**src/verilog/etcu_pkg.sv**
```systemverilog
// Constants and types shared by the eight-bit timer compare unit
package etcu_pkg;

	// ---------------------------------------------------------------
	// Register offsets
	// ---------------------------------------------------------------
	localparam logic [2:0] ETCU_OFS_CONTROL = 3'h0;
	localparam logic [2:0] ETCU_OFS_COUNT   = 3'h1;
	localparam logic [2:0] ETCU_OFS_COMPARE = 3'h2;
	localparam logic [2:0] ETCU_OFS_ASYNC   = 3'h3;
	localparam logic [2:0] ETCU_OFS_FLAG    = 3'h4;
	localparam logic [2:0] ETCU_OFS_MASK    = 3'h5;

	// ---------------------------------------------------------------
	// Field positions
	// ---------------------------------------------------------------
	localparam int ETCU_CTL_FORCE     = 7;
	localparam int ETCU_CTL_WAVE_LOW  = 6;
	localparam int ETCU_CTL_BEH_HI    = 5;
	localparam int ETCU_CTL_BEH_LO    = 4;
	localparam int ETCU_CTL_WAVE_HIGH = 3;
	localparam int ETCU_CTL_CS_HI     = 2;
	localparam int ETCU_ASYNC_SEL     = 3;
	localparam int ETCU_FLAG_CMP      = 7;
	localparam int ETCU_FLAG_OVF      = 6;

	// ---------------------------------------------------------------
	// Values and reset values
	// ---------------------------------------------------------------
	localparam logic [7:0] ETCU_BOTTOM    = 8'h00;
	localparam logic [7:0] ETCU_MAX       = 8'hff;
	localparam logic [7:0] ETCU_RST_BYTE  = 8'h00;
	localparam logic [2:0] ETCU_CS_STOP   = 3'h0;

	// Prescaler tap masks for clock select 1..7 (/1 /8 /32 /64 /128
	// /256 /1024)
	localparam logic [9:0] ETCU_DIV1    = 10'h000;
	localparam logic [9:0] ETCU_DIV8    = 10'h007;
	localparam logic [9:0] ETCU_DIV32   = 10'h01f;
	localparam logic [9:0] ETCU_DIV64   = 10'h03f;
	localparam logic [9:0] ETCU_DIV128  = 10'h07f;
	localparam logic [9:0] ETCU_DIV256  = 10'h0ff;
	localparam logic [9:0] ETCU_DIV1024 = 10'h3ff;

	// ---------------------------------------------------------------
	// Modes
	// ---------------------------------------------------------------
	typedef enum logic [1:0] {
		ETCU_WM_NORMAL = 2'h0,
		ETCU_WM_PHASE  = 2'h1,
		ETCU_WM_CTC    = 2'h2,
		ETCU_WM_FAST   = 2'h3
	} etcu_wave_type;

	typedef enum logic [1:0] {
		ETCU_OB_OFF    = 2'h0,
		ETCU_OB_TOGGLE = 2'h1,
		ETCU_OB_CLEAR  = 2'h2,
		ETCU_OB_SET    = 2'h3
	} etcu_beh_type;

endpackage

```
**src/verilog/etcu_core_if.sv**
```systemverilog
// Signals between the counter, the tick source and the waveform unit
`timescale 1ns/1ps
interface etcu_core_if;
	import etcu_pkg::*;

	logic          tick;      // One-cycle timer tick
	logic [2:0]    cs;        // Clock source select
	logic          async_sel; // Oscillator pin selected
	logic [7:0]    count;     // Counter value
	logic [7:0]    compare;   // Active compare value
	logic          dir_up;    // Count direction in phase mode
	etcu_wave_type mode;      // Waveform mode
	etcu_beh_type  beh;       // Output behaviour
	logic          blocked;   // Match suppressed this tick
	logic          force_cmp; // Forced match pulse
	logic          oc;        // Compare output state

	modport tick_side (input cs, async_sel, output tick);
	modport cnt_side  (input tick, oc,
		output cs, async_sel, count, compare, dir_up, mode, beh,
		blocked, force_cmp);
	modport wave_side (input tick, count, compare, dir_up, mode, beh,
		blocked, force_cmp, output oc);
endinterface

```
**src/verilog/etcu_tick_gen.sv**
```systemverilog
// Clock select and prescaler producing the timer tick
`timescale 1ns/1ps
module etcu_tick_gen
	import etcu_pkg::*;
(
	input  wire logic      i_clk,       // System clock
	input  wire logic      i_arst_n,    // Async reset, active low
	input  wire logic      i_osc_pin,   // Oscillator pin, raw
	etcu_core_if.tick_side core         // Tick to counter
);
	typedef struct packed {
		logic [2:0] sync;
		logic [9:0] pre;
		logic       tick;
	} etcu_tick_type;

	etcu_tick_type st_reg;
	etcu_tick_type st_next;
	logic          src_en;
	logic [9:0]    mask;

	always_comb begin
		st_next = st_reg;
		st_next.sync = {st_reg.sync[1:0], i_osc_pin};
		// Only stages two and three feed the edge detector
		src_en = core.async_sel ? (st_reg.sync[1] & ~st_reg.sync[2])
			: 1'b1;
		case (core.cs)
			3'h1:    mask = ETCU_DIV1;
			3'h2:    mask = ETCU_DIV8;
			3'h3:    mask = ETCU_DIV32;
			3'h4:    mask = ETCU_DIV64;
			3'h5:    mask = ETCU_DIV128;
			3'h6:    mask = ETCU_DIV256;
			3'h7:    mask = ETCU_DIV1024;
			default: mask = ETCU_DIV1;
		endcase
		st_next.tick = 1'b0;
		if (core.cs == ETCU_CS_STOP) begin
			st_next.pre = '0;
		end else if (src_en) begin
			st_next.pre = st_reg.pre + 10'h001;
			st_next.tick = ((st_reg.pre & mask) == mask);
		end
	end

	always_ff @(posedge i_clk or negedge i_arst_n) begin
		if (!i_arst_n) begin
			st_reg <= '0;
		end else begin
			st_reg <= st_next;
		end
	end

	assign core.tick = st_reg.tick;
endmodule

```
**src/verilog/etcu_wave_gen.sv**
```systemverilog
// Waveform generator forming the compare output
`timescale 1ns/1ps
module etcu_wave_gen
	import etcu_pkg::*;
(
	input  wire logic      i_clk,    // System clock
	input  wire logic      i_arst_n, // Async reset, active low
	etcu_core_if.wave_side core      // Counter state in, output out
);
	typedef struct packed {
		logic oc;
	} etcu_wave_st_type;

	etcu_wave_st_type st_reg;
	etcu_wave_st_type st_next;
	logic             hit;
	logic             bottom;
	logic             up;

	always_comb begin
		st_next = st_reg;
		hit = core.tick && !core.blocked
			&& (core.count == core.compare);
		// Bottom is the tick that wraps MAX back to zero
		bottom = core.tick && (core.count == ETCU_MAX);
		// At the extremes the slope is known from the value itself
		up = (core.count == ETCU_BOTTOM)
			|| (core.dir_up && core.count != ETCU_MAX);
		case (core.mode)
			ETCU_WM_NORMAL, ETCU_WM_CTC: begin
				if (hit || core.force_cmp) begin
					case (core.beh)
						ETCU_OB_TOGGLE: st_next.oc = ~st_reg.oc;
						ETCU_OB_CLEAR:  st_next.oc = 1'b0;
						ETCU_OB_SET:    st_next.oc = 1'b1;
						default:        st_next.oc = st_reg.oc;
					endcase
				end
			end
			ETCU_WM_FAST: begin
				// Bottom wins so a compare of MAX gives a steady level
				if (core.beh[1] && bottom) begin
					st_next.oc = (core.beh == ETCU_OB_CLEAR);
				end else if (core.beh[1] && hit) begin
					st_next.oc = (core.beh == ETCU_OB_SET);
				end
			end
			ETCU_WM_PHASE: begin
				if (core.beh[1] && hit) begin
					st_next.oc = (core.beh == ETCU_OB_SET) ? up : ~up;
				end
			end
			default: st_next = st_reg;
		endcase
	end

	always_ff @(posedge i_clk or negedge i_arst_n) begin
		if (!i_arst_n) begin
			st_reg <= '0;
		end else begin
			st_reg <= st_next;
		end
	end

	assign core.oc = st_reg.oc;
endmodule

```
**src/verilog/etcu_timer.sv**
```systemverilog
// Eight-bit timer with one compare unit, top level
`timescale 1ns/1ps
module etcu_timer
	import etcu_pkg::*;
(
	input  wire logic       i_clk,          // System clock, 10 MHz
	input  wire logic       i_arst_n,       // Async reset, active low
	input  wire logic [2:0] i_addr,         // Register offset
	input  wire logic [7:0] i_wdata,        // Write data
	input  wire logic       i_wr,           // Write strobe
	input  wire logic       i_rd,           // Read strobe
	output logic      [7:0] o_rdata,        // Read data, cycle after
	input  wire logic       i_osc_pin_one,  // Oscillator pin, async
	input  wire logic       i_compare_ack,  // Compare irq serviced
	input  wire logic       i_overflow_ack, // Overflow irq serviced
	output logic            o_compare_irq,  // Compare interrupt req
	output logic            o_overflow_irq, // Overflow interrupt req
	output logic            o_compare_output, // Compare output pin
	output logic            o_compare_oe_n  // Pin enable, low drives
);
	// ---------------------------------------------------------------
	// State
	// ---------------------------------------------------------------
	typedef struct packed {
		logic [2:0]    cs;
		etcu_wave_type mode;
		etcu_beh_type  beh;
		logic          async_sel;
		logic [7:0]    count;
		logic [7:0]    compare;
		logic [7:0]    cmp_buf;
		logic          dir_up;
		logic          blocked;
		logic          force_cmp;
		logic          cmp_flag;
		logic          ovf_flag;
		logic          cmp_en;
		logic          ovf_en;
		logic          cmp_irq;
		logic          ovf_irq;
		logic          oe_n;
		logic [7:0]    rdata;
	} etcu_state_type;

	etcu_state_type st_reg;
	etcu_state_type st_next;
	etcu_core_if    core ();

	logic       wr_ctl;
	logic       wr_cnt;
	logic       wr_cmp;
	logic       wr_flag;
	logic       wr_mask;
	logic       is_pwm;
	logic       at_bottom;
	logic       at_max;
	logic       match;
	logic       cmp_set;
	logic       ovf_set;
	logic       reload;
	logic [7:0] cnt_step;
	logic       dir_step;

	// ---------------------------------------------------------------
	// Submodules
	// ---------------------------------------------------------------
	etcu_tick_gen u_tick (
		.i_clk     (i_clk),
		.i_arst_n  (i_arst_n),
		.i_osc_pin (i_osc_pin_one),
		.core      (core.tick_side)
	);

	etcu_wave_gen u_wave (
		.i_clk    (i_clk),
		.i_arst_n (i_arst_n),
		.core     (core.wave_side)
	);

	assign core.cs        = st_reg.cs;
	assign core.async_sel = st_reg.async_sel;
	assign core.count     = st_reg.count;
	assign core.compare   = st_reg.compare;
	assign core.dir_up    = st_reg.dir_up;
	assign core.mode      = st_reg.mode;
	assign core.beh       = st_reg.beh;
	assign core.blocked   = st_reg.blocked;
	assign core.force_cmp = st_reg.force_cmp;

	// ---------------------------------------------------------------
	// Counter, compare and flags
	// ---------------------------------------------------------------
	always_comb begin
		st_next = st_reg;
		wr_ctl  = i_wr && (i_addr == ETCU_OFS_CONTROL);
		wr_cnt  = i_wr && (i_addr == ETCU_OFS_COUNT);
		wr_cmp  = i_wr && (i_addr == ETCU_OFS_COMPARE);
		wr_flag = i_wr && (i_addr == ETCU_OFS_FLAG);
		wr_mask = i_wr && (i_addr == ETCU_OFS_MASK);
		is_pwm  = (st_reg.mode == ETCU_WM_PHASE)
			|| (st_reg.mode == ETCU_WM_FAST);
		at_bottom = (st_reg.count == ETCU_BOTTOM);
		at_max    = (st_reg.count == ETCU_MAX);
		match     = (st_reg.count == st_reg.compare);

		// Next count for one tick in the selected sequence
		cnt_step = st_reg.count + 8'h01;
		dir_step = st_reg.dir_up;
		ovf_set  = 1'b0;
		reload   = 1'b0;
		case (st_reg.mode)
			ETCU_WM_NORMAL: begin
				ovf_set = at_max;
			end
			ETCU_WM_CTC: begin
				if (match) begin
					cnt_step = ETCU_BOTTOM;
				end
				ovf_set = at_max && !match;
			end
			ETCU_WM_FAST: begin
				ovf_set = at_max;
				reload  = at_max;
			end
			ETCU_WM_PHASE: begin
				if (st_reg.dir_up) begin
					if (at_max) begin
						cnt_step = ETCU_MAX - 8'h01;
						dir_step = 1'b0;
					end
				end else if (at_bottom) begin
					dir_step = 1'b1;
				end else begin
					cnt_step = st_reg.count - 8'h01;
				end
				ovf_set = at_bottom;
				reload  = at_max;
			end
			default: cnt_step = st_reg.count;
		endcase

		if (wr_cnt) begin
			st_next.count = i_wdata;
		end else if (core.tick) begin
			st_next.count  = cnt_step;
			st_next.dir_up = dir_step;
		end

		// A count write hides the match from the next tick only
		if (wr_cnt) begin
			st_next.blocked = 1'b1;
		end else if (core.tick) begin
			st_next.blocked = 1'b0;
		end
		cmp_set = core.tick && match && !st_reg.blocked;

		if (wr_cmp) begin
			st_next.cmp_buf = i_wdata;
			if (!is_pwm) begin
				st_next.compare = i_wdata;
			end
		end
		if (is_pwm && core.tick && reload) begin
			st_next.compare = st_next.cmp_buf;
		end

		st_next.force_cmp = 1'b0;
		if (wr_ctl) begin
			st_next.cs   = i_wdata[ETCU_CTL_CS_HI:0];
			st_next.mode = etcu_wave_type'({i_wdata[ETCU_CTL_WAVE_HIGH],
				i_wdata[ETCU_CTL_WAVE_LOW]});
			st_next.beh  = etcu_beh_type'(
				i_wdata[ETCU_CTL_BEH_HI:ETCU_CTL_BEH_LO]);
			// The mode being written decides; both PWM codes set the low bit
			st_next.force_cmp = i_wdata[ETCU_CTL_FORCE]
				&& !i_wdata[ETCU_CTL_WAVE_LOW];
		end
		if (i_wr && (i_addr == ETCU_OFS_ASYNC)) begin
			st_next.async_sel = i_wdata[ETCU_ASYNC_SEL];
		end
		if (wr_mask) begin
			st_next.cmp_en = i_wdata[ETCU_FLAG_CMP];
			st_next.ovf_en = i_wdata[ETCU_FLAG_OVF];
		end

		// Clears first so that a set in the same cycle wins
		if ((wr_flag && i_wdata[ETCU_FLAG_CMP]) || i_compare_ack) begin
			st_next.cmp_flag = 1'b0;
		end
		if ((wr_flag && i_wdata[ETCU_FLAG_OVF]) || i_overflow_ack) begin
			st_next.ovf_flag = 1'b0;
		end
		if (cmp_set) begin
			st_next.cmp_flag = 1'b1;
		end
		if (core.tick && ovf_set && !wr_cnt) begin
			st_next.ovf_flag = 1'b1;
		end
		st_next.cmp_irq = st_next.cmp_flag && st_next.cmp_en;
		st_next.ovf_irq = st_next.ovf_flag && st_next.ovf_en;
		st_next.oe_n    = (st_next.beh == ETCU_OB_OFF);

		// ---------------------------------------------------------
		// Read data, valid only in the cycle after the strobe
		// ---------------------------------------------------------
		st_next.rdata = ETCU_RST_BYTE;
		if (i_rd) begin
			case (i_addr)
				ETCU_OFS_CONTROL: st_next.rdata = {1'b0,
					st_reg.mode[0], st_reg.beh, st_reg.mode[1],
					st_reg.cs};
				ETCU_OFS_COUNT:   st_next.rdata = st_reg.count;
				// Software sees the value it last wrote
				ETCU_OFS_COMPARE: st_next.rdata = st_reg.cmp_buf;
				ETCU_OFS_ASYNC:   st_next.rdata[ETCU_ASYNC_SEL] =
					st_reg.async_sel;
				ETCU_OFS_FLAG: begin
					st_next.rdata[ETCU_FLAG_CMP] = st_reg.cmp_flag;
					st_next.rdata[ETCU_FLAG_OVF] = st_reg.ovf_flag;
				end
				ETCU_OFS_MASK: begin
					st_next.rdata[ETCU_FLAG_CMP] = st_reg.cmp_en;
					st_next.rdata[ETCU_FLAG_OVF] = st_reg.ovf_en;
				end
				default: st_next.rdata = ETCU_RST_BYTE;
			endcase
		end
	end

	always_ff @(posedge i_clk or negedge i_arst_n) begin
		if (!i_arst_n) begin
			st_reg        <= '0;
			st_reg.dir_up <= 1'b1;
			st_reg.oe_n   <= 1'b1;
		end else begin
			st_reg <= st_next;
		end
	end

	assign o_rdata          = st_reg.rdata;
	assign o_compare_irq    = st_reg.cmp_irq;
	assign o_overflow_irq   = st_reg.ovf_irq;
	assign o_compare_output = core.oc;
	assign o_compare_oe_n   = st_reg.oe_n;
endmodule

```
**config.mk**
```make
export PLATFORM = sky130hd
export DESIGN_NAME = etcu_timer
export DESIGN_NICKNAME = d
export VERILOG_FILES = /design/src/verilog/etcu_pkg.sv /design/src/verilog/etcu_core_if.sv /design/src/verilog/etcu_tick_gen.sv /design/src/verilog/etcu_wave_gen.sv /design/src/verilog/etcu_timer.sv
export SDC_FILE = /design/constraint.sdc
export NUM_CORES = 1
export LEC_CHECK = 0
export BUFFER_PORTS_ARGS = -buffer_cell sky130_fd_sc_hd__buf_2
export CAP_MARGIN = 20
export CORE_MARGIN = 5
export CORE_UTILIZATION = 35
export CTS_CLUSTER_DIAMETER = 30
export DETAILED_ROUTE_END_ITERATION = 8
export GPL_TIMING_DRIVEN = 0
export HOLD_SLACK_MARGIN = 0.15
export PLACE_DENSITY = 0.62
export SYNTH_ARGS = -nofsm -noshare
export SYNTH_HDL_FRONTEND = slang
export SYNTH_SLANG_ARGS = --single-unit
```
**constraint.sdc**
```tcl
create_clock -name i_clk -period 3.7 [get_ports i_clk]
set_input_delay 0.555 -clock i_clk [delete_from_list [all_inputs] [get_ports i_clk]]
set_output_delay 0.555 -clock i_clk [all_outputs]
set_load 0.02 [all_outputs]
```
==> After elaboration in Yosys (flattened, before gate mapping) <==
Cells that the tools add are included.
{ "word_totals": {"elab_cells": 145, "output_inout_bits": 12, "regBits": 65} }
{ "op_classes": {"n_eq_ne": 26, "n_addsub": 3, "n_bitwise": 6, "n_mux": 41, "reduce_logical": 47} }
{ "op_table": {"columns": ["op", "count"], "rows": [
  ["8-bit 2-to-1 mux", 9],
  ["10-bit one-hot mux with 6 select lines", 1],
  ["1-bit logical AND", 24],
  ["3-bit == test, second input constant", 6],
  ["1-bit 2-to-1 mux", 18],
  ["16-bit 2-to-1 mux", 1],
  ["8-bit one-hot mux with 2 select lines", 1],
  ["3-bit by 2-bit == test with 1-bit output, second input constant", 4],
  ["11-bit 2-to-1 mux", 1],
  ["10-bit by 1-bit adder with 10-bit output, second input constant", 1],
  ["10-bit AND", 1],
  ["10-bit == test", 1],
  ["10-bit 2-to-1 mux", 1],
  ["2-bit one-hot mux with 5 select lines", 1],
  ["1-bit one-hot mux with 3 select lines", 3],
  ["3-bit one-hot mux with 3 select lines", 1],
  ["8-bit by 1-bit adder with 8-bit output, second input constant", 1],
  ["2-bit == test, second input constant", 4],
  ["8-bit == test", 1],
  ["8-bit == test, second input constant", 1],
  ["8-bit logical NOT", 1],
  ["8-bit != test, second input constant", 1],
  ["8-bit by 1-bit subtractor with 8-bit output, second input constant", 1],
  ["3-bit logical NOT", 2],
  ["18 further kinds", 37]
]} }

==> Logic depth before layout (Yosys ltp) <==
{ "depth": {"ltp_word": 8, "mapped_depth": 10} }

==> By module <==
Synthesis repeated with hierarchy kept, for this count alone.
{ "hier_totals": {"cells_unflattened": 421, "hier_area_um2": 4176.5} }
{ "modules_own_cells": {"columns": ["module", "instances", "area_per_inst_um2", "cells_each", "seq_area_each_um2"], "rows": [
  ["etcu_timer", 1, 3189.3, 316, 1253.7],
  ["etcu_tick_gen", 1, 713.2, 67, 350.3],
  ["etcu_wave_gen", 1, 274.0, 38, 25.0]
]} }

==> Worst setup path after synthesis <==
Ideal clock, no wire load.
{ "synth_timing": {"path_kind": "flip-flop to flip-flop", "from": "reg st_reg, in the netlist core.count[0]", "to": "reg u_wave.st_reg, in the netlist u_wave.core.oc", "synth_period_minus_slack_ns": 2.300, "stages_incl_launch_ff": 11, "path_slack_ns": 1.400, "setup_ns": 0.125, "n_path_buf": 2, "arrival_time_ns": 2.175, "cell_sequence": "dfrtp_1 buf_2 inv_2 ha_1 or3b_1 buf_2 nor2_2 o2bb2ai_2 xnor2_1 a221o_1 mux2_2"} }
{ "synth_via": {"elab_chain_len": 7} }
{ "synth_lines": {"columns": ["element", "line_no", "source"], "rows": [
  ["start: declaration", "etcu_timer.sv:45", "etcu_state_type st_reg;"],
  ["start signal: assignment", "etcu_timer.sv:236", "st_reg <= st_next;"],
  ["8-bit != test", "etcu_wave_gen.sv:28", "|| (core.dir_up && core.count != ETCU_MAX);"],
  ["1-bit logical AND", "etcu_wave_gen.sv:28", null],
  ["1-bit logical OR", "etcu_wave_gen.sv:28", null],
  ["1-bit NOT", "etcu_wave_gen.sv:50", "st_next.oc = (core.beh == ETCU_OB_SET) ? up : ~up;"],
  ["1-bit 2-to-1 mux", "etcu_wave_gen.sv:50", null],
  ["1-bit 2-to-1 mux", "etcu_wave_gen.sv:49", "if (core.beh[1] && hit) begin"],
  ["1-bit one-hot mux with 3 select lines", "etcu_wave_gen.sv:29", "case (core.mode)"],
  ["end signal: assignment", "etcu_wave_gen.sv:61", "st_reg <= st_next;"],
  ["end: declaration", "etcu_wave_gen.sv:14", "etcu_wave_st_type st_reg;"]
]} }
Several ways; a longest one is shown, not always the timed one. The select of a mux whose other input is x is not followed.
A chain may end at the register's enable or synchronous reset.

==> Final worst setup path <==
{ "layout_timing": {"from": "reg st_reg, in the netlist core.count[1]", "to": "reg u_wave.st_reg, in the netlist u_wave.core.oc"} }
Same word-level chain as after synthesis.

==> run_results.csv <==
group,metric,value,unit
outcome,outcome,"finished clean",
synth,synth.distinct_cells,62,
synth,seq_area_frac_synth,0.432,
grt,grt_pass1_wl,15700,microns
worst_setup_path,cp-end-kind,"register",
power,power.switching,0.941,mW
timing,hold_violations,0,
timing,slew_headroom,0.446,
timing,min_period_over_period,0.687,
power,p_seq_frac,0.387,
floorplanning,die_h,114,microns
route,wl_per_cell,16.4,microns
worst_hold_path,hp-class,"input pin to asynchronous set/reset pin",
clock_tree,cts_max_level,3,
floorplanning,die_area,12900,sq um
floorplanning,die_x,114,microns
clock_tree,clk_pin_slew,0.08,ns
power,pwr_density_cell,588,nW/um^2
clock_tree,cts_tree,"done",
synth,syn_area,3770,sq um
power,intPower,1.59,mW
synth,synth.avg_cell_area,9.52,sq um
timing,worst_hold_slack,0.287,ns
floorplanning,coreArea,10400,sq um
place,hpwl,6810,microns
timing,rsz0062_at_grt,"no",
clock_tree,ctsHoldBuffers,0,
finish,multi_input_area,1940,sq um
synth,synth_edf_count,0,
timing,period_needed,2.54,ns
finish,nNetsFinal,462,
finish,nFillCells,1037,
worst_setup_path,cp-start-kind,"register",
worst_setup_path,crit_type,"register to register",
timing,setup_ws,1.16,ns
finish,final_common_cell,"dfrtp_1",
timing,clock_skew,0.0134,ns
clock_tree,cts_root_buf,"clkbuf_8",
worst_setup_path,crit_arrival,2.78,ns
clock_tree,cts_setup_buffers,0,
synth,syn_nets,421,
power,pwr-share-clk,0.253,
worst_setup_path,path_max_fanout,8,
power,p_leak,1.83,nW
power,swShare,0.371,
clock_tree,clockBufferDepth,2,
timing,finalSetupViolations,0,
grt,antenna_found_initial,0,
finish,mostFrequentLayoutCells,"63 x dfrtp_1, 41 x nor2_1, 34 x buf_2, 28 x nand2_1, 22 x a21oi_1",
clock_tree,insertion_delay,0.35,ns
timing,slew_viol_final,0,
power,peakVddDrop,0.263,mV
power,comb_power_share,0.359,
clock_tree,cts_sinks,65,
timing,worstMarginPinSlew,0.830,ns
route,num_vias,3139,
floorplanning,start_util,0.362,
synth,ys_ff_latch,65,
worst_setup_path,crit_required,3.94,ns
floorplanning,rows,37,
finish,largest_register_ffs,12,
grt,grt_pass1_vias,3066,
synth,synth_cells,396,
timing,max_freq,394,MHz
synth,ys.flop_type,"dfrtp_1",
grt,grt_use_total,0.152,
route,first_pass_iters,5,
power,total_power,2.53,mW
place,dpl_worst_slack,1.18,ns
route,ant_nets,0,
grt,grt_overflow,0,
place,gp_congestion,0.889,
finish,syn_to_final_growth,14.3,%
clock_tree,cts_resized,0,
floorplanning,ios,30,
synth,async_flop_share,1.00,
route,drc,0,
clock_tree,cts_buffers,9,
finish,final-seq-area,1630,sq um
route,viasPerCell,5.43,
synth,yosys_warnings,0,
flow_run,maxCapViolations,0,
finish,diodes,0,
finish,drive_above_1_share,0.215,
route,wl,9500,microns
grt,grt_max_degree,66,
place,io_buffer_count,29,
route,drt_iter0_drc,207,
timing,setup_tns,0,ns
stage by stage:
step / cell area [sq um] / util / instances
6_report: 4310 / 0.414 / 578
2_1_floorplan: 3770 / - / 396
3_3_place_gp: 4090 / 0.392 / 561
4_1_cts: 4300 / 0.413 / 577
3_5_place_dp: 4090 / 0.392 / 561
5_1_grt: 4310 / 0.414 / 578
routing by layer:
| metal | up-vias | share of wire | track usage |
|---|---|---|---|
| li1 | 1486 | - | - |
| met1 | 1523 | 0.47 | 0.209 |
| met2 | 107 | 0.44 | 0.234 |
| met3 | 23 | 0.068 | 0.0403 |
| met4 | 0 | 0.024 | 0.0459 |
| met5 | - | 0 | 0 |
power groups by stage:
stage,registers (mW),logic (mW),clock network [mW]
after floorplan,0.964,0.674,0
after global placement,0.991,0.880,0
after detailed placement,0.993,0.898,0
after CTS,0.980,0.902,0.660
after global routing,0.999,1.00,0.691
final,0.981,0.910,0.641
logic make-up (layout without fill, tap and decap cells):
kind of cell,after synthesis,count (layout),synth area share
muxes,27,27,0.0840
DFF,65,65,0.432
buffers and inverters,39,85,0.0528
xor gates and xnor gates,27,27,0.0627
and+or+nand+nor,143,143,0.193
adders and majority gates,8,8,0.0259
AOI/OAI and AO/OA,87,87,0.149
worst paths after layout:
check / from / to / slack [ns] / cells past startpoint
worst max-delay path: core.count[1] / u_wave.core.oc / 1.16 / 9
worst min-delay path: i_arst_n / core.count[6] / 0.29 / 1
worst max register to register: core.count[1] / u_wave.core.oc / 1.16 / 9
worst min register to register: u_tick.st_next[12] / u_tick.st_next[13] / 0.35 / 0
max in group asynchronous: i_arst_n / u_tick.st_reg[1] / 2.85 / 1
min in group i_clk: i_osc_pin_one / u_tick.st_next[12] / 0.32 / 1
layout make-up:
| type | count | area share |
|---|---|---|
| multi-input cells | 292 | 0.451 |
| flip-flops and latches | 65 | 0.378 |
| well taps | 136 | 0.0395 |
| clock buffers | 12 | 0.0383 |
| repair buffers | 30 | 0.0360 |
| plain buffers | 27 | 0.0357 |
| clock inverters | 4 | 0.0116 |
| inverters | 12 | 0.0104 |
worst max-delay path: stages (launching register included):
cell and delay (ns):
dfrtp_1 0.48, inv_1 0.16, ha_1 0.20, or3b_1 0.34, buf_2 0.18, nor2_2 0.22
o2bb2ai_2 0.15, xnor2_1 0.16, a221o_1 0.29, mux2_2 0.25
cell usage after synthesis, types with 3 or more instances:
| cell type | instances | share of area |
|---|---|---|
| dfrtp_1 | 63 | 0.42 |
| nor2_1 | 41 | 0.041 |
| nand2_1 | 28 | 0.028 |
| a21oi_1 | 22 | 0.029 |
| xnor2_1 | 19 | 0.044 |
| o21ai_0 | 17 | 0.023 |
| nand3_1 | 16 | 0.021 |
| buf_4 | 10 | 0.020 |
| clkbuf_1 | 10 | 0.010 |
| o22ai_1 | 10 | 0.017 |
| mux2_2 | 9 | 0.027 |
| nor2_2 | 9 | 0.015 |
| mux2_1 | 8 | 0.024 |
| mux2i_1 | 8 | 0.021 |
| nor3_1 | 8 | 0.011 |
| xor2_1 | 8 | 0.019 |
| ha_1 | 7 | 0.023 |
| inv_1 | 7 | 0.0070 |
| and2_1 | 6 | 0.010 |
| buf_2 | 6 | 0.0080 |
| nand4_1 | 6 | 0.010 |
| inv_2 | 5 | 0.0050 |
| or3_1 | 5 | 0.0083 |
| a31oi_1 | 4 | 0.0066 |
| and3_1 | 4 | 0.0066 |
| nand2b_1 | 4 | 0.0066 |
| nor2b_1 | 4 | 0.0066 |
| o21ai_1 | 4 | 0.0053 |
| a21o_1 | 3 | 0.0060 |
| a221o_1 | 3 | 0.0080 |
| o31ai_1 | 3 | 0.0060 |
Note: power is estimated with default switching activity, not from simulation.
